`src/rtl/hsp_defs.svh`:
```
// Constants shared by both ends of the host serial port
`ifndef HSP_DEFS_SVH
`define HSP_DEFS_SVH

`define HSP_CLK_HZ       100000000
`define HSP_BAUD         115200
`define HSP_BIT_CYC      (`HSP_CLK_HZ / `HSP_BAUD)
`define HSP_SPI_MAX_BPS  6000000
// Half period rounded up so the master never exceeds the limit
`define HSP_SPI_HALF     ((`HSP_CLK_HZ + 2 * `HSP_SPI_MAX_BPS - 1) / (2 * `HSP_SPI_MAX_BPS))
`define HSP_IDLE_BYTE    8'h00

`define HSP_A_CTRL       8'h00
`define HSP_A_STATUS     8'h04
`define HSP_A_MASK       8'h08
`define HSP_A_UTX        8'h0c
`define HSP_A_URX        8'h10
`define HSP_A_STX        8'h14
`define HSP_A_SRX        8'h18
`define HSP_A_LINK       8'h1c

`define HSP_CTRL_PULL    0
`define HSP_CTRL_RST     1'b1
`define HSP_ST_URX       0
`define HSP_ST_UERR      1
`define HSP_ST_SRX       2
`define HSP_ST_STX       3

`endif

```
`src/rtl/hsp_pkg.sv`:
```
// Types of the host serial port
package hsp_pkg;

	typedef enum logic [2:0] {
		HSP_U_IDLE  = 3'b001,
		HSP_U_START = 3'b010,
		HSP_U_DATA  = 3'b100
	} hsp_urx_st_t;

	typedef enum logic [4:0] {
		HSP_H_IDLE = 5'b00001,
		HSP_H_SEL  = 5'b00010,
		HSP_H_HI   = 5'b00100,
		HSP_H_LO   = 5'b01000,
		HSP_H_END  = 5'b10000
	} hsp_hst_t;

	typedef struct packed {
		logic [15:0] tcnt;
		logic [3:0]  tbit;
		logic [9:0]  tsh;
		logic [1:0]  rsy;
		hsp_urx_st_t rst;
		logic [15:0] rcnt;
		logic [3:0]  rbit;
		logic [7:0]  rsh;
		logic [7:0]  rdat;
		logic        rvld;
		logic        rerr;
	} hsp_uart_t;

	typedef struct packed {
		logic [2:0] sclk_s;
		logic [2:0] ssel_s;
		logic [1:0] mosi_s;
		logic [7:0] tx_sh;
		logic [7:0] rx_sh;
		logic [2:0] bcnt;
		logic [7:0] q_dat;
		logic       q_vld;
		logic       tx_act;
		logic [7:0] srx;
		logic [7:0] urx;
		logic       pull_en;
		logic [3:0] sts;
		logic [3:0] msk;
	} hsp_dev_t;

	typedef struct packed {
		hsp_hst_t   st;
		logic [7:0] cnt;
		logic [3:0] bits;
		logic [7:0] sh;
		logic [7:0] rsh;
		logic [7:0] rdat;
		logic       done;
		logic       sclk;
		logic       ssel_n;
		logic [1:0] miso_s;
		logic [1:0] attn_s;
	} hsp_host_t;

endpackage : hsp_pkg

```
`src/rtl/hsp_if.sv`:
```
// Pins between the radio module end and the host controller end
`timescale 1ns/1ps
`default_nettype none
interface hsp_if;
	logic u_d2h;
	logic u_h2d;
	logic sclk;
	logic ssel_n;
	logic mosi;
	logic miso_o;
	logic miso_oe;
	logic miso;
	logic attn_n;

	// Released line floats high through the pull-up
	assign miso = miso_oe ? miso_o : 1'b1;

	modport dev (input u_h2d, sclk, ssel_n, mosi, output u_d2h, miso_o, miso_oe, attn_n);
	modport host (input u_d2h, miso, attn_n, output u_h2d, sclk, ssel_n, mosi);
endinterface : hsp_if
`default_nettype wire

```
`src/rtl/hsp_uart.sv`:
```
// Eight data bits, no parity, one stop bit UART used by both ends
`timescale 1ns/1ps
`default_nettype none
`include "hsp_defs.svh"
module hsp_uart import hsp_pkg::*; (
	input  wire logic       mclk,     // System clock
	input  wire logic       srst,     // Synchronous reset
	input  wire logic [7:0] tx_data,  // Byte to send
	input  wire logic       tx_valid, // Send request
	output logic            tx_ready, // Transmitter idle
	output logic [7:0]      rx_data,  // Last received byte
	output logic            rx_valid, // Good byte pulse
	output logic            rx_err,   // Bad stop bit pulse
	output logic            txd,      // Serial out
	input  wire logic       rxd       // Serial in, asynchronous
);
	localparam logic [15:0] BIT_M1  = 16'(`HSP_BIT_CYC - 1);
	localparam logic [15:0] HALF_M1 = 16'(`HSP_BIT_CYC / 2 - 1);

	hsp_uart_t r_reg, r_next;

	always_comb begin
		r_next = r_reg;
		r_next.rvld = 1'b0;
		r_next.rerr = 1'b0;
		r_next.rsy = {r_reg.rsy[0], rxd};
		if (r_reg.tbit != 4'h0) begin
			if (r_reg.tcnt == 16'h0000) begin
				r_next.tcnt = BIT_M1;
				r_next.tbit = r_reg.tbit - 4'h1;
				r_next.tsh  = {1'b1, r_reg.tsh[9:1]};
			end else begin
				r_next.tcnt = r_reg.tcnt - 16'h0001;
			end
		end else if (tx_valid) begin
			r_next.tsh  = {1'b1, tx_data, 1'b0};
			r_next.tbit = 4'ha;
			r_next.tcnt = BIT_M1;
		end
		unique case (r_reg.rst)
			HSP_U_IDLE: begin
				if (!r_reg.rsy[1]) begin
					r_next.rst  = HSP_U_START;
					r_next.rcnt = HALF_M1;
				end
			end
			HSP_U_START: begin
				if (r_reg.rcnt != 16'h0000) begin
					r_next.rcnt = r_reg.rcnt - 16'h0001;
				end else if (r_reg.rsy[1]) begin
					// Too short for a start bit
					r_next.rst = HSP_U_IDLE;
				end else begin
					r_next.rst  = HSP_U_DATA;
					r_next.rcnt = BIT_M1;
					r_next.rbit = 4'h0;
				end
			end
			HSP_U_DATA: begin
				if (r_reg.rcnt != 16'h0000) begin
					r_next.rcnt = r_reg.rcnt - 16'h0001;
				end else if (r_reg.rbit == 4'h8) begin
					r_next.rst  = HSP_U_IDLE;
					r_next.rdat = r_reg.rsh;
					r_next.rvld = r_reg.rsy[1];
					r_next.rerr = !r_reg.rsy[1];
				end else begin
					r_next.rcnt = BIT_M1;
					r_next.rsh  = {r_reg.rsy[1], r_reg.rsh[7:1]};
					r_next.rbit = r_reg.rbit + 4'h1;
				end
			end
			default: r_next.rst = HSP_U_IDLE;
		endcase
	end

	always_ff @(posedge mclk) begin
		if (srst) begin
			r_reg <= '{tcnt: 16'h0000, tbit: 4'h0, tsh: 10'h3ff, rsy: 2'h3, rst: HSP_U_IDLE,
				rcnt: 16'h0000, rbit: 4'h0, rsh: 8'h00, rdat: 8'h00, rvld: 1'b0, rerr: 1'b0};
		end else begin
			r_reg <= r_next;
		end
	end

	assign tx_ready = (r_reg.tbit == 4'h0);
	assign txd      = r_reg.tsh[0];
	assign rx_data  = r_reg.rdat;
	assign rx_valid = r_reg.rvld;
	assign rx_err   = r_reg.rerr;
endmodule : hsp_uart
`default_nettype wire

```
`src/rtl/hsp_dev.sv`:
```
// Radio module end: UART, mode 0 SPI slave, APB registers and interrupt
// Function
// - idle UART line held high
// - start, eight bits LSB first, stop
// - both UARTs share one framing setup
// - SPI port is slave only
// - selected, shift one MISO bit per clock
// - deselected, MISO released
// - master selects and sets MOSI in one cycle, half a period before the first clock edge
// - master clock at most 6 Mb/s
// - select low means selected
// - attention low until queue clocked out
// - attention always actively driven
// - mode 0, MSB first
// - SPI carries unescaped API frames
// - pull-ups on after reset, software disables
`timescale 1ns/1ps
`default_nettype none
`include "hsp_defs.svh"
module hsp_dev import hsp_pkg::*; (
	input  wire logic        mclk,       // System clock
	input  wire logic        srst,       // Synchronous reset
	input  wire logic        psel,       // APB select
	input  wire logic        penable,    // APB access phase
	input  wire logic        pwrite,     // APB write
	input  wire logic [7:0]  paddr,      // APB byte address
	input  wire logic [31:0] pwdata,     // APB write data
	output logic [31:0]      prdata,     // APB read data
	output logic             pready,     // APB ready
	output logic             pslverr,    // APB error
	output logic             irq,        // Level interrupt
	output logic             pullup_en,  // Input pull-up control
	hsp_if.dev               link        // Pins to the host
);
	hsp_dev_t r_reg, r_next;

	logic       acc;
	logic       wr;
	logic       rd;
	logic       sel;
	logic       sel_fall;
	logic       sel_rise;
	logic       sck_rise;
	logic       sck_fall;
	logic       utx_ready;
	logic [7:0] urx_data;
	logic       urx_valid;
	logic       urx_err;
	logic       abort;
	logic [3:0] set;

	function automatic logic hsp_known(input logic [7:0] a);
		hsp_known = (a[1:0] == 2'b00) && (a <= `HSP_A_LINK);
	endfunction : hsp_known

	assign acc = psel && penable;
	assign wr  = acc && pwrite && hsp_known(paddr);
	assign rd  = acc && !pwrite && hsp_known(paddr);

	assign sel      = !r_reg.ssel_s[1];
	assign sel_fall = !r_reg.ssel_s[1] && r_reg.ssel_s[2];
	assign sel_rise = r_reg.ssel_s[1] && !r_reg.ssel_s[2];
	assign sck_rise = sel && r_reg.sclk_s[1] && !r_reg.sclk_s[2];
	assign sck_fall = sel && !r_reg.sclk_s[1] && r_reg.sclk_s[2];
	// Byte cut short by deselect goes back to the queue
	assign abort    = sel_rise && r_reg.tx_act;

	////////////////////////////////////////////////////////////////////
	// UART framing
	hsp_uart u_uart (
		.mclk     (mclk),
		.srst     (srst),
		.tx_data  (pwdata[7:0]),
		.tx_valid (wr && (paddr == `HSP_A_UTX)),
		.tx_ready (utx_ready),
		.rx_data  (urx_data),
		.rx_valid (urx_valid),
		.rx_err   (urx_err),
		.txd      (link.u_d2h),
		.rxd      (link.u_h2d)
	);

	////////////////////////////////////////////////////////////////////
	always_comb begin
		r_next = r_reg;
		set    = 4'h0;
		// clock and data come from the master
		r_next.sclk_s = {r_reg.sclk_s[1:0], link.sclk};
		r_next.ssel_s = {r_reg.ssel_s[1:0], link.ssel_n};
		r_next.mosi_s = {r_reg.mosi_s[0], link.mosi};

		// first bit ready at select fall
		if (sel_fall) begin
			r_next.tx_sh  = r_reg.q_vld ? r_reg.q_dat : `HSP_IDLE_BYTE;
			r_next.tx_act = r_reg.q_vld;
			r_next.q_vld  = 1'b0;
			r_next.bcnt   = 3'h0;
		end else if (!sel) begin
			r_next.bcnt   = 3'h0;
			r_next.tx_act = 1'b0;
			if (abort) begin
				r_next.q_vld = 1'b1;
			end
		end else if (sck_rise) begin
			// sample on rising edge, MSB first
			r_next.rx_sh = {r_reg.rx_sh[6:0], r_reg.mosi_s[1]};
			r_next.bcnt  = r_reg.bcnt + 3'h1;
			if (r_reg.bcnt == 3'h7) begin
				r_next.srx       = {r_reg.rx_sh[6:0], r_reg.mosi_s[1]};
				set[`HSP_ST_SRX] = 1'b1;
				if (r_reg.tx_act) begin
					set[`HSP_ST_STX] = 1'b1;
					r_next.tx_act    = 1'b0;
				end
			end
		end else if (sck_fall) begin
			if (r_reg.bcnt == 3'h0) begin
				r_next.tx_sh  = r_reg.q_vld ? r_reg.q_dat : `HSP_IDLE_BYTE;
				r_next.tx_act = r_reg.q_vld;
				r_next.q_vld  = 1'b0;
			end else begin
				r_next.tx_sh = {r_reg.tx_sh[6:0], 1'b0};
			end
		end

		if (urx_valid) begin
			r_next.urx       = urx_data;
			set[`HSP_ST_URX] = 1'b1;
		end
		set[`HSP_ST_UERR] = urx_err;

		if (wr) begin
			unique case (paddr)
				`HSP_A_CTRL: begin
					r_next.pull_en = pwdata[`HSP_CTRL_PULL];
				end
				`HSP_A_MASK: r_next.msk = pwdata[3:0];
				`HSP_A_STX: begin
					// Refused while a byte waits
					if (!r_reg.q_vld && !abort) begin
						r_next.q_dat = pwdata[7:0];
						r_next.q_vld = 1'b1;
					end
				end
				default: ;
			endcase
		end

		// New event beats the read that clears
		if (rd && (paddr == `HSP_A_STATUS)) begin
			r_next.sts = set;
		end else begin
			r_next.sts = r_reg.sts | set;
		end
	end

	always_ff @(posedge mclk) begin
		if (srst) begin
			r_reg <= '{sclk_s: 3'h0, ssel_s: 3'h7, mosi_s: 2'h0, tx_sh: 8'h00, rx_sh: 8'h00,
				bcnt: 3'h0, q_dat: 8'h00, q_vld: 1'b0, tx_act: 1'b0, srx: 8'h00, urx: 8'h00,
				pull_en: `HSP_CTRL_RST, sts: 4'h0, msk: 4'h0};
		end else begin
			r_reg <= r_next;
		end
	end

	////////////////////////////////////////////////////////////////////
	always_comb begin
		prdata = 32'h0000_0000;
		if (rd) begin
			unique case (paddr)
				`HSP_A_CTRL:   prdata = {31'h0, r_reg.pull_en};
				`HSP_A_STATUS: prdata = {28'h0, r_reg.sts};
				`HSP_A_MASK:   prdata = {28'h0, r_reg.msk};
				`HSP_A_UTX:    prdata = {31'h0, !utx_ready};
				`HSP_A_URX:    prdata = {24'h0, r_reg.urx};
				`HSP_A_STX:    prdata = {30'h0, r_reg.tx_act, r_reg.q_vld};
				`HSP_A_SRX:    prdata = {24'h0, r_reg.srx};
				`HSP_A_LINK:   prdata = {30'h0, !link.attn_n, sel};
				default:       prdata = 32'h0000_0000;
			endcase
		end
	end

	assign pready    = 1'b1;
	assign pslverr   = acc && !hsp_known(paddr);
	assign irq       = |(r_reg.sts & r_reg.msk);
	assign pullup_en = r_reg.pull_en;

	assign link.miso_o  = r_reg.tx_sh[7];
	assign link.miso_oe = sel;
	assign link.attn_n  = !(r_reg.q_vld || r_reg.tx_act);
endmodule : hsp_dev
`default_nettype wire

```
`src/flat_wrapper.sv`:
```
// flat-port wrapper written by rule: the top's interface ports become plain ports
module hsp_dev_flat import hsp_pkg::*;
  (mclk, srst, psel, penable, pwrite, paddr, pwdata, prdata, pready, pslverr, irq, pullup_en, link_u_h2d, link_sclk, link_ssel_n, link_mosi, link_u_d2h, link_miso_o, link_miso_oe, link_attn_n);
  hsp_if link_i ();
  input  wire logic mclk;
  input  wire logic srst;
  input  wire logic psel;
  input  wire logic penable;
  input  wire logic pwrite;
  input  wire logic [7:0] paddr;
  input  wire logic [31:0] pwdata;
  output logic [31:0] prdata;
  output logic pready;
  output logic pslverr;
  output logic irq;
  output logic pullup_en;
  input wire logic [$bits(link_i.u_h2d)-1:0] link_u_h2d;
  input wire logic [$bits(link_i.sclk)-1:0] link_sclk;
  input wire logic [$bits(link_i.ssel_n)-1:0] link_ssel_n;
  input wire logic [$bits(link_i.mosi)-1:0] link_mosi;
  output wire logic [$bits(link_i.u_d2h)-1:0] link_u_d2h;
  output wire logic [$bits(link_i.miso_o)-1:0] link_miso_o;
  output wire logic [$bits(link_i.miso_oe)-1:0] link_miso_oe;
  output wire logic [$bits(link_i.attn_n)-1:0] link_attn_n;
  assign link_i.u_h2d = link_u_h2d;
  assign link_i.sclk = link_sclk;
  assign link_i.ssel_n = link_ssel_n;
  assign link_i.mosi = link_mosi;
  assign link_u_d2h = link_i.u_d2h;
  assign link_miso_o = link_i.miso_o;
  assign link_miso_oe = link_i.miso_oe;
  assign link_attn_n = link_i.attn_n;
  hsp_dev u_core (.mclk(mclk), .srst(srst), .psel(psel), .penable(penable), .pwrite(pwrite), .paddr(paddr), .pwdata(pwdata), .prdata(prdata), .pready(pready), .pslverr(pslverr), .irq(irq), .pullup_en(pullup_en), .link(link_i));
endmodule
```
`config.mk`:
```
export PLATFORM = sky130hd
export DESIGN_NAME = hsp_dev_flat
export DESIGN_NICKNAME = d
export VERILOG_FILES = /design/src/rtl/hsp_pkg.sv /design/src/rtl/hsp_if.sv /design/src/rtl/hsp_uart.sv /design/src/rtl/hsp_dev.sv /design/src/flat_wrapper.sv
export VERILOG_INCLUDE_DIRS = /design/src /design/src/rtl
export SDC_FILE = /design/constraint.sdc
export NUM_CORES = 1
export LEC_CHECK = 0
export ABC_AREA = 1
export BUFFER_PORTS_ARGS = -buffer_cell sky130_fd_sc_hd__buf_2
export CAP_MARGIN = 5
export CELL_PAD_IN_SITES_DETAIL_PLACEMENT = 1
export CELL_PAD_IN_SITES_GLOBAL_PLACEMENT = 1
export CORE_MARGIN = 8
export CORE_UTILIZATION = 30
export CTS_CLUSTER_SIZE = 28
export DETAILED_ROUTE_END_ITERATION = 7
export GPL_TIMING_DRIVEN = 0
export PLACE_DENSITY = 0.58
export SYNTH_ARGS = -nofsm -noshare
export SYNTH_HDL_FRONTEND = slang
export SYNTH_HIERARCHICAL = 1
export SYNTH_SLANG_ARGS = --single-unit
```
`constraint.sdc`:
```
create_clock -name mclk -period 2.6 [get_ports mclk]
set_input_delay 0.26 -clock mclk [delete_from_list [all_inputs] [get_ports mclk]]
set_output_delay 0.26 -clock mclk [all_outputs]
set_load 0.005 [all_outputs]
```
## After elaboration in Yosys (flattened, before gate mapping)

Index checks and enable logic that the tools add are counted.

- Reduce and logical (&&, ||, !) cells: 58
- Muxes and demuxes: 46
- Bitwise operators: 7
- Add/subtract/negate cells: 5
- Equal/unequal tests: 24
- $lt $le $gt $ge: 1

Operators with widths:

| operator | count |
|---|---|
| 16-bit two-way mux | 4 |
| 8-bit case mux with 8 select lines | 1 |
| 30-bit two-way mux | 2 |
| 8-bit two-way mux | 6 |
| 16-bit case mux with 3 select lines | 1 |
| 8-bit by 5-bit equality test with 1-bit output (second input constant) | 4 |
| 16-bit by 1-bit subtractor with 16-bit output (second input constant) | 2 |
| 28-bit two-way mux | 1 |
| 22-bit two-way mux | 1 |
| 20-bit two-way mux | 1 |
| 19-bit two-way mux | 1 |
| 3-bit AND reduction | 6 |
| 1-bit logical AND | 17 |
| 8-bit by 4-bit equality test with 1-bit output (second input constant) | 2 |
| 16-bit zero test | 1 |
| 2-bit two-way mux | 8 |
| 16-bit nonzero test | 1 |
| 14-bit two-way mux | 1 |
| 2-bit inequality test (second input constant) | 7 |
| 3-bit two-way mux | 4 |
| 4-bit AND reduction | 3 |
| 4-bit nonzero test | 3 |
| 1-bit zero test | 11 |
| 11-bit two-way mux | 1 |
| 32 further kinds | 52 |

- Logic and storage cells: 166
- Output and inout bits: 40
- Bits in registers: 135

## Logic depth before layout (Yosys ltp)

Gate-level depths: netlist (run 1).

- Depth after elaboration: 10
- Depth in mapped cells: 13
- Gate-level depth less buffers: 13

## By module

Netlist (run 1), hierarchy kept.

By module, submodules not included:

| module | cells each | area each (um^2) | sequential area each (um^2) | times used |
|---|---|---|---|---|
| hsp_uart | 560 | 3,818.7 | 1,441.4 | 1 |
| hsp_dev | 420 | 2,962.8 | 1,221.2 | 1 |

## Worst setup path before layout (run 1)

Ideal clock, no wire load.

- Path kind: input to register
- Start point: input paddr[1]
- End point: register u_core/u_uart/r_reg[65] (netlist name)
- Data arrival time: 1,818 ps
- Setup slack: 711 ps
- Data required time: 2,530 ps
- Library setup time: 70 ps
- Cell stages on the path: 11
- Cell sequence: nor2_1 -> nand3_1 -> nor2_4 -> inv_1 -> nor4_1 -> nor2_4 -> inv_2 -> nand3_1 -> o21ai_0 -> nand2_1 -> a21oi_1

- Word-level cells in the longest chain between the ends: 5
- Elaborated cells between the ends (all ways): 7
- Those cells by class: 1 x order compare; 1 x eq/ne; 5 x reduce/logical

RTL lines:

| what | line | RTL |
|---|---|---|
| from (decl) | flat_wrapper.sv:10 | `input wire logic [7:0] paddr;` |
| 8-bit by 5-bit less-or-equal comparator with 1-bit output (no line) or 2-bit zero test (tied branches) | -- |  |
| 1-bit logical AND | hsp_dev.sv:53 | `` hsp_known = (a[1:0] == 2'b00) && (a <= `HSP_A_LINK); `` |
| 1-bit logical AND | hsp_dev.sv:57 | `assign wr = acc && pwrite && hsp_known(paddr);` |
| 1-bit logical AND * | hsp_dev.sv:74 | `` .tx_valid (wr && (paddr == `HSP_A_UTX)), `` |
| 2-bit nonzero test (no line) * | -- |  |
| to (signal assigned) | hsp_uart.sv:79 | `r_reg <= '{tcnt: 16'h0000, tbit: 4'h0, tsh: 10'h3ff, rsy: 2'h3, rst: HSP_U_IDLE,` |
| to (signal assigned) | hsp_uart.sv:82 | `r_reg <= r_next;` |
| to (decl) | hsp_uart.sv:20 | `hsp_uart_t r_reg, r_next;` |

Every way passes the cells marked *; elsewhere a longest branch is shown, timed or not.
A chain may end at the register's enable or synchronous reset.

## Worst setup path after layout (run 1)

- Start point: input paddr[6]
- End point: register u_core/u_uart/r_reg[65] (netlist name)

- Word-level cells in the longest chain between the ends: 5
- Elaborated cells between the ends (all ways): 6
- Those cells by class: 1 x order compare; 1 x eq/ne; 4 x reduce/logical

RTL lines:

| what | line |
|---|---|
| 8-bit by 5-bit less-or-equal comparator with 1-bit output (no line) | -- |
| 1-bit logical AND | hsp_dev.sv:53 |
| 1-bit logical AND | hsp_dev.sv:57 |
| 1-bit logical AND * | hsp_dev.sv:74 |
| 2-bit nonzero test (no line) * | -- |

Marks and branches as above.

==> out/metrics.yaml, run 1 <==
setup_ws_ps: 270
final_layout_size_suffix_gt1_share_pct: 16.7
routabilityCongestion: 0.802
p_int_mw: 4.49
endpoint_kind: "register"
place_inst: 1327
vias: 6243
synth.top_cell.area_share_pct: 39.3
wl_mm: 19.8
core-area_um2: 22400
cp_data_arrival_time_ps: 2680
ir_drop_mv: 0.420
clkPwrFrac_pct: 35.7
p_sw_share_pct: 37.1
holdCritPathClass: "primary input to register"
switchingPower_mw: 2.66
place_ws_ps: -267
power.density_nw_per_um2: 888
wl_met3_um: 400
postCtsSetupRepairBufs: 0
die-area_um2: 27700
insertion_delay_ps: 420
syn_area_um2: 6780
status: "complete, no violations"
tightestPinTransition_ps: 775
tns_ps: 0
root_buffer: "clkbuf_16"
clkSinkCount: 133
cts_tree: "built"
postRouteAntennaNets: 0
area_delta_synth_final_pct: 18.7
synth_cell_types: 36
path_clk_slew_ps: 60
cts_hold_buf: 1
fmax_mhz: 429
chipWidth_um: 166
setup_viol: 0
final.setup_skew_ps: 10.6
pwr-share-seq_pct: 33.0
die_h_um: 166
drv_cap: 0
io_buffers: 39
antenna_cells: 0
drtPass1Iterations: 4
critical_path_class: "primary input to register"
stdcell_count: 1360
drv_slew: 0
grt_overflow_total: 0
top_layer_used: "met4"
cp-start-kind: "primary input"
initial_core_util_pct: 30.2
wl_met2_mm: 9.64
synth_area_leaders: "dfxtp_1 (39%), nand2_1 (11%), nor2_1 (8.1%)"
rsz0062_at_grt: "false"
cp_data_required_time_ps: 2950
relSlewSlack_pct: 47.9
wl_per_cell_um: 14.6
final_nets: 1120
antenna_found_initial: 0
postSynthCellCount: 980
cp_max_fo: 10
h-tree-depth: 4
row_count: 55
dp_hpwl_mm: 15.0
yosysTopAreaCell: "dfxtp_1"
met1_length_mm: 9.57
yosysSeqAreaShare_pct: 39.3
post-route-period-util_pct: 89.6
ios: 89
holdWs_ps: 28.5
avgSynthCellArea_um2: 6.92
hold_viol_final: 0
numCtsBuffers: 17
drc: 0
yosysWarnings: 6
grt_max_degree: 17
dr.first_iter.drc_count: 239
ys_ff_latch: 133
leakage_nw: 3.57
cts_resized: 0
grt_pass1_wl_mm: 33.4
pwr-share-comb_pct: 31.3
fin_crit_ps: 2330
via_per_inst: 4.59
grt_usage_pct: 14.8
clock_path_buffers: 2
grt_pass1_vias: 6332
largest_register_ffs: 60
==> cells in the final DEF, fill, tap and decap left out, types with 25 or more instances in the layout <==
cell type  Yosys  layout
nand2_1      190     190
nor2_1       146     146
dfxtp_1      133     133
nand3_1      108     108
inv_1         87      87
a21oi_1       74      74
o21ai_0       45      45
buf_2          2      41
buf_4         38      38
conb_1         2      25
==> area by class of cell <==
type | count | area [um^2]
Buffer | 57 | 382
Clock buffer | 17 | 425
Clock inverter | 15 | 195
Fill cell | 2886 | 14400
Inverter | 105 | 399
Multi-Input combinational cell | 708 | 3420
Sequential cell | 133 | 2660
Tap cell | 285 | 357
Timing Repair Buffer | 40 | 205
==> synth_stat cells, drive strengths merged <==
cell type	instances
a211oi	3
a21oi	74
a31oi	3
and3	1
buf	43
clkbuf	14
clkinv	3
conb	2
dfxtp	133
ha	9
inv	102
nand2	203
nand3	113
nand4	10
nor2	162
nor3	8
nor4	1
o2111ai	1
o211ai	11
o21ai	56
or2	13
xnor2	2
xor2	13
==> critical path, cell delays in order <==
cell	delay, ps
buf_2	100
nor2_1	200
nand3_1	280
nor2_4	260
inv_1	60
nor4_1	590
nor2_4	180
inv_2	210
nand3_1	160
o21ai_0	180
nand2_1	70
a21oi_1	120
==> path summary, 6_finish.rpt <==
| check | start | endpoint | slack (ps) | cells past startpoint |
|---|---|---|---|---|
| min | link_ssel_n | u_core/r_next[57] | 30 | 2 |
| min reg2reg | u_core/u_uart/r_next[42] | u_core/u_uart/r_reg[42] | 410 | 1 |
| max | paddr[6] | u_core/u_uart/r_reg[65] | 270 | 12 |
| max reg2reg | u_core/u_uart/r_reg[53] | u_core/u_uart/r_reg[50] | 690 | 10 |
==> metrics by stage <==
step	total power, mW	cell area [um^2]	utilization (%)
floorplan	4.07	6870	-
global placement	4.66	7420	33.1
detailed placement	4.67	7420	33.1
CTS	7.30	8050	35.9
global route	7.71	8050	35.9
finish	7.15	8050	35.9
==> logic make-up (layout without fill, tap and decap cells) <==
kind of cell	after synthesis	count (layout)	synth area share, %
adders and majority gates	9	9	1.66
and+or+nand+nor	511	511	33.8
xor gates and xnor gates	15	15	1.94
other	2	25	0.111
DFF	133	133	39.3
AOI/OAI and AO/OA	148	148	11.8
buffers and inverters	162	234	11.5
==> per-layer routing <==
layer / GRT usage [%] / vias up
met5: 0 / -
met4: 4.19 / 0
met3: 2.73 / 12
met2: 25.5 / 52
met1: 18.5 / 2903
li1: - / 3276
==> power by group through the flow <==
stage	logic, mW	clock network (mW)	registers (mW)
3_5_place_dp	2.27	0	2.40
3_3_place_gp	2.25	0	2.40
2_1_floorplan	1.71	0	2.36
6_report	2.24	2.55	2.36
5_1_grt	2.61	2.72	2.38
4_1_cts	2.29	2.64	2.36
Note: power is estimated with default switching activity, not from simulation.
==> run 2, diff against run 1 <==
Settings changed: CORE_MARGIN 8 to 2.
==> out/metrics.yaml, run 2 (synthesis gave the netlist of run 1 again) <==
status: "complete, no violations"
crit_family: "buffers and inverters"
hold_viol_final: 0
layout_common_cells: "nand2_1 (190), nor2_1 (146), dfxtp_1 (133)"
routabilityCongestion: 0.753
fmax_mhz: 430
p_int_mw: 4.27
tightestPinTransition_ps: 641
drtPass1Iterations: 4
place_inst: 1327
setup_viol: 0
path_clk_slew_ps: 60
vias: 6236
critical-path-max-stage-delay_ps: 310
cts_tree: "built"
ir_drop_mv: 0.368
dp_hpwl_mm: 14.5
stdcell_count: 1359
die_h_um: 154
grt_pass1_wl_mm: 32.5
final_nets: 1119
switchingPower_mw: 2.65
area_delta_synth_final_pct: 17.7
clkSinkCount: 133
holdCritPathClass: "primary input to register"
setup_ws_ps: 275
power.density_nw_per_um2: 867
die-area_um2: 23800
leakage_nw: 3.53
critPathSlowestCell: "dfxtp_1"
endpoint_kind: "output port"
antenna_cells: 0
core-area_um2: 22400
register_area_um2: 2660
fin_crit_ps: 2330
cp_data_arrival_time_ps: 2070
post-route-period-util_pct: 89.4
rsz0062_at_grt: "false"
drv_slew: 0
critical_path_class: "register to output port"
io_buffers: 39
place_ws_ps: -268
h-tree-depth: 4
wl_mm: 19.4
grt_usage_pct: 17.1
insertion_delay_ps: 420
wl_per_cell_um: 14.3
dr.first_iter.drc_count: 208
antenna_found_initial: 0
initial_core_util_pct: 30.2
clock_path_buffers: 2
grt_overflow_total: 0
drv_cap: 0
cp_max_fo: 10
chipWidth_um: 154
p_sw_share_pct: 38.3
postCtsSetupRepairBufs: 0
tns_ps: 0
final.setup_skew_ps: 7.93
grt_pass1_vias: 6234
drc: 0
relSlewSlack_pct: 57.3
fillers: 2861
multiInputGateArea_um2: 3430
root_buffer: "clkbuf_16"
cp_cell_sequence: "inv_1 -> ha_1 -> nand3_2 -> inv_2 -> inv_1 -> nand3_1 -> nand2_1 -> nor2_1 -> a21oi_1 -> buf_2"
grt_max_degree: 17
largest_register_ffs: 60
final_layout_size_suffix_gt1_share_pct: 16.9
numCtsBuffers: 17
cp_data_required_time_ps: 2340
cp-start-kind: "register"
row_count: 55
via_per_inst: 4.59
postRouteAntennaNets: 0
clkPwrFrac_pct: 33.3
ios: 89
crit_top_cell: "inv_1"
final_common_cell: "nand2_1"
path_buf_inv: 4
pwr-share-comb_pct: 32.5
pwr-share-seq_pct: 34.1
## run 2: changes by cell type in the layout (fill, tap and decap cells not counted), sizes merged
cell,change
clkinvlp,+4
inv,-4
bufinv,-2
clkinv,+2
dlygate4sd3,-1
## run 2: what timing repair did
| action | CTS | global route |
|---|---|---|
| gates resized for setup | 0 | 1 |
| hold buffers | 0 | 0 |
| setup endpoints to repair | 0 | 1 |
## run 2: per-stage QoR
stage	cell area (um^2)	utilization (%)	total power [mW]	hold WS (ps)
2_1_floorplan	6870	-	4.07	364
3_3_place_gp	7420	33.1	4.65	391
3_5_place_dp	7420	33.1	4.67	399
4_1_cts	7980	35.6	7.03	0.205
5_1_grt	7990	35.6	7.46	14.9
6_report	7990	35.6	6.92	25.7
## run 2: power groups by stage
| stage | sequential [mW] | clock [mW] | combinational (mW) |
|---|---|---|---|
| finish | 2.36 | 2.31 | 2.25 |
| CTS | 2.36 | 2.39 | 2.28 |
| global placement | 2.40 | 0 | 2.24 |
| global route | 2.39 | 2.47 | 2.61 |
| floorplan | 2.36 | 0 | 1.71 |
| detailed placement | 2.41 | 0 | 2.27 |
## run 2: routing by layer
layer / GRT usage, % / vias up / part of all wire, %
met2: 29.1 / 45 / 48
li1: - / 3277 / -
met3: 3.14 / 10 / 2.1
met1: 22.1 / 2904 / 49
met5: 0 / - / 0
met4: 4.81 / 0 / 0.84
## run 2: final cells by class
type	instances	area share, %
plain buffers	57	4.78
clock buffers	17	5.33
clock inverters	15	1.68
inverters	105	5.00
multi-input cells	708	43.0
flip-flops and latches	133	33.3
well taps	285	4.47
repair buffers	39	2.44
## run 2: path summary, 6_finish.rpt
path                      startpoint  cells past startpoint  slack [ps]                 endpoint
min                      link_ssel_n                      2          30        u_core/r_next[57]
max reg2reg  u_core/u_uart/r_reg[53]                     10         680  u_core/u_uart/r_reg[49]
min reg2reg        u_core/r_next[60]                      2         400        u_core/r_next[61]
max          u_core/u_uart/r_reg[53]                     10         270                prdata[0]
==> run 3, diff against run 2 <==
Settings changed: CORE_UTILIZATION 30 to 42, PLACE_DENSITY 0.58 to unset, PLACE_DENSITY_LB_ADDON set to 0.15, RECOVER_POWER set to 50.
==> out/metrics.yaml, run 3 (synthesis gave the netlist of run 1 again) <==
cp-start-kind: "register"
chipWidth_um: 131
power.density_nw_per_um2: 911
holdWs_ps: 26.3
wl_per_cell_um: 14.6
grt_usage_pct: 22.9
dp_hpwl_mm: 13.7
die_h_um: 131
final.setup_skew_ps: 8.42
pwr-share-seq_pct: 32.6
crit_start: "u_core/u_uart/r_reg[53]"
fin_crit_ps: 2300
numCtsBuffers: 17
vias: 6385
insertion_delay_ps: 420
holdCritPathClass: "primary input to register"
grt_pass1_wl_mm: 30.8
drtPass1Iterations: 5
clock_path_buffers: 2
p_int_mw: 4.73
tns_ps: 0
core-area_um2: 15800
r2r_slack_ps: 600
ios: 89
post-route-period-util_pct: 88.4
grt_max_degree: 17
tightestPinTransition_ps: 725
critPathSlowestCell: "dfxtp_1"
cp_data_arrival_time_ps: 2040
drv_slew: 0
grt_overflow_total: 0
r2r_start: "u_core/u_uart/r_reg[22]"
cts_resized: 0
p_sw_share_pct: 34.7
switchingPower_mw: 2.51
ir_drop_mv: 0.648
crit_top_cell: "inv_1"
drv_cap: 0
pwr-share-comb_pct: 30.8
via_per_inst: 4.95
hold_viol_final: 0
leakage_nw: 3.57
worstReg2RegEnd: "u_core/u_uart/r_reg[13]"
cp_max_fo: 10
largest_register_ffs: 60
grt_pass1_vias: 6437
endpoint_kind: "output port"
rsz0062_at_grt: "false"
row_count: 46
routabilityCongestion: 0.833
cp_data_required_time_ps: 2340
dr.first_iter.drc_count: 274
drc: 0
status: "complete, no violations"
antenna_found_initial: 0
wl_mm: 18.8
postRouteAntennaNets: 0
area_delta_synth_final_pct: 17.1
clkSinkCount: 133
p_total_mw: 7.23
relSlewSlack_pct: 51.4
critical_path_class: "register to output port"
root_buffer: "clkbuf_16"
setup_viol: 0
initial_core_util_pct: 42.8
ff2ff_path_depth: 8
clkPwrFrac_pct: 36.7
final_nets: 1119
cts_hold_buf: 0
fmax_mhz: 435
io_buffers: 39
final_common_cell: "nand2_1"
critical-path-max-stage-delay_ps: 310
final_layout_size_suffix_gt1_share_pct: 15.0
path_clk_slew_ps: 60
crit_end: "prdata[0]"
cp_cell_sequence: "inv_1 -> ha_1 -> nand3_2 -> inv_2 -> inv_1 -> nand3_1 -> nand2_1 -> nor2_1 -> a21oi_1 -> buf_2"
h-tree-depth: 4
layout_common_cells: "nand2_1 (192), nor2_1 (149), dfxtp_1 (133)"
cts_tree: "built"
antenna_cells: 0
die-area_um2: 17200
postCtsSetupRepairBufs: 0
run 3: changes by cell type in the layout (fill, tap and decap cells not counted), sizes merged:
cell	delta
clkinvlp	-5
bufinv	+4
inv	-2
clkinv	-3
buf	-7
clkbuf	+13
run 3: layout make-up:
type | count | area (um^2)
inverter | 105 | 399
buffer | 57 | 378
clock inverter | 9 | 173
multi-input combinational | 708 | 3390
sequential | 133 | 2660
tap | 216 | 270
timing repair buffer | 39 | 188
fill | 2084 | 7890
clock buffer | 23 | 478
run 3: per-stage QoR:
step	instances	area (um^2)	util, %	setup slack [ps]
floorplan	1003	6870	-	711
global placement	1258	7330	46.3	-88.9
detailed placement	1258	7330	46.3	-89.3
CTS	1290	7980	50.4	251
global route	1290	7940	50.2	113
finish	1290	7940	50.2	302
run 3: layer usage:
layer	share of wire [%]	wire (um)	GRT usage, %
met3	2.7	516	4.83
met5	0	0	0
met4	0.71	133	5.94
met1	45	8560	27.1
met2	51	9640	41.9
run 3: power groups by stage:
stage	clock network (mW)	registers, mW	logic (mW)
4_1_cts	2.70	2.36	2.26
2_1_floorplan	0	2.36	1.71
3_5_place_dp	0	2.40	2.22
6_report	2.65	2.36	2.23
5_1_grt	2.80	2.38	2.55
3_3_place_gp	0	2.40	2.19
run 3: worst min path at each step:
stage                             start                       end  slack (ps)  depth (start not counted)
6_report                     link_u_h2d  u_core/u_uart/r_next[42]          30                          2
5_1_grt                      link_u_h2d  u_core/u_uart/r_next[42]          10                          2
4_1_cts                      link_u_h2d  u_core/u_uart/r_next[42]          20                          2
3_5_place_dp          u_core/r_next[55]          u_core/r_reg[55]         400                          2
3_3_place_gp   u_core/u_uart/r_next[42]   u_core/u_uart/r_reg[42]         390                          1
2_1_floorplan               link_ssel_n         u_core/r_next[57]         360                          1
run 3: critical path: cells and delay by family, from the launching register on:
family | cells | cell delay [ps]
fa+ha+maj | 1 | 210
simple gates | 4 | 490
buf+inv | 4 | 530
compound gates | 1 | 90
flops | 1 | 310
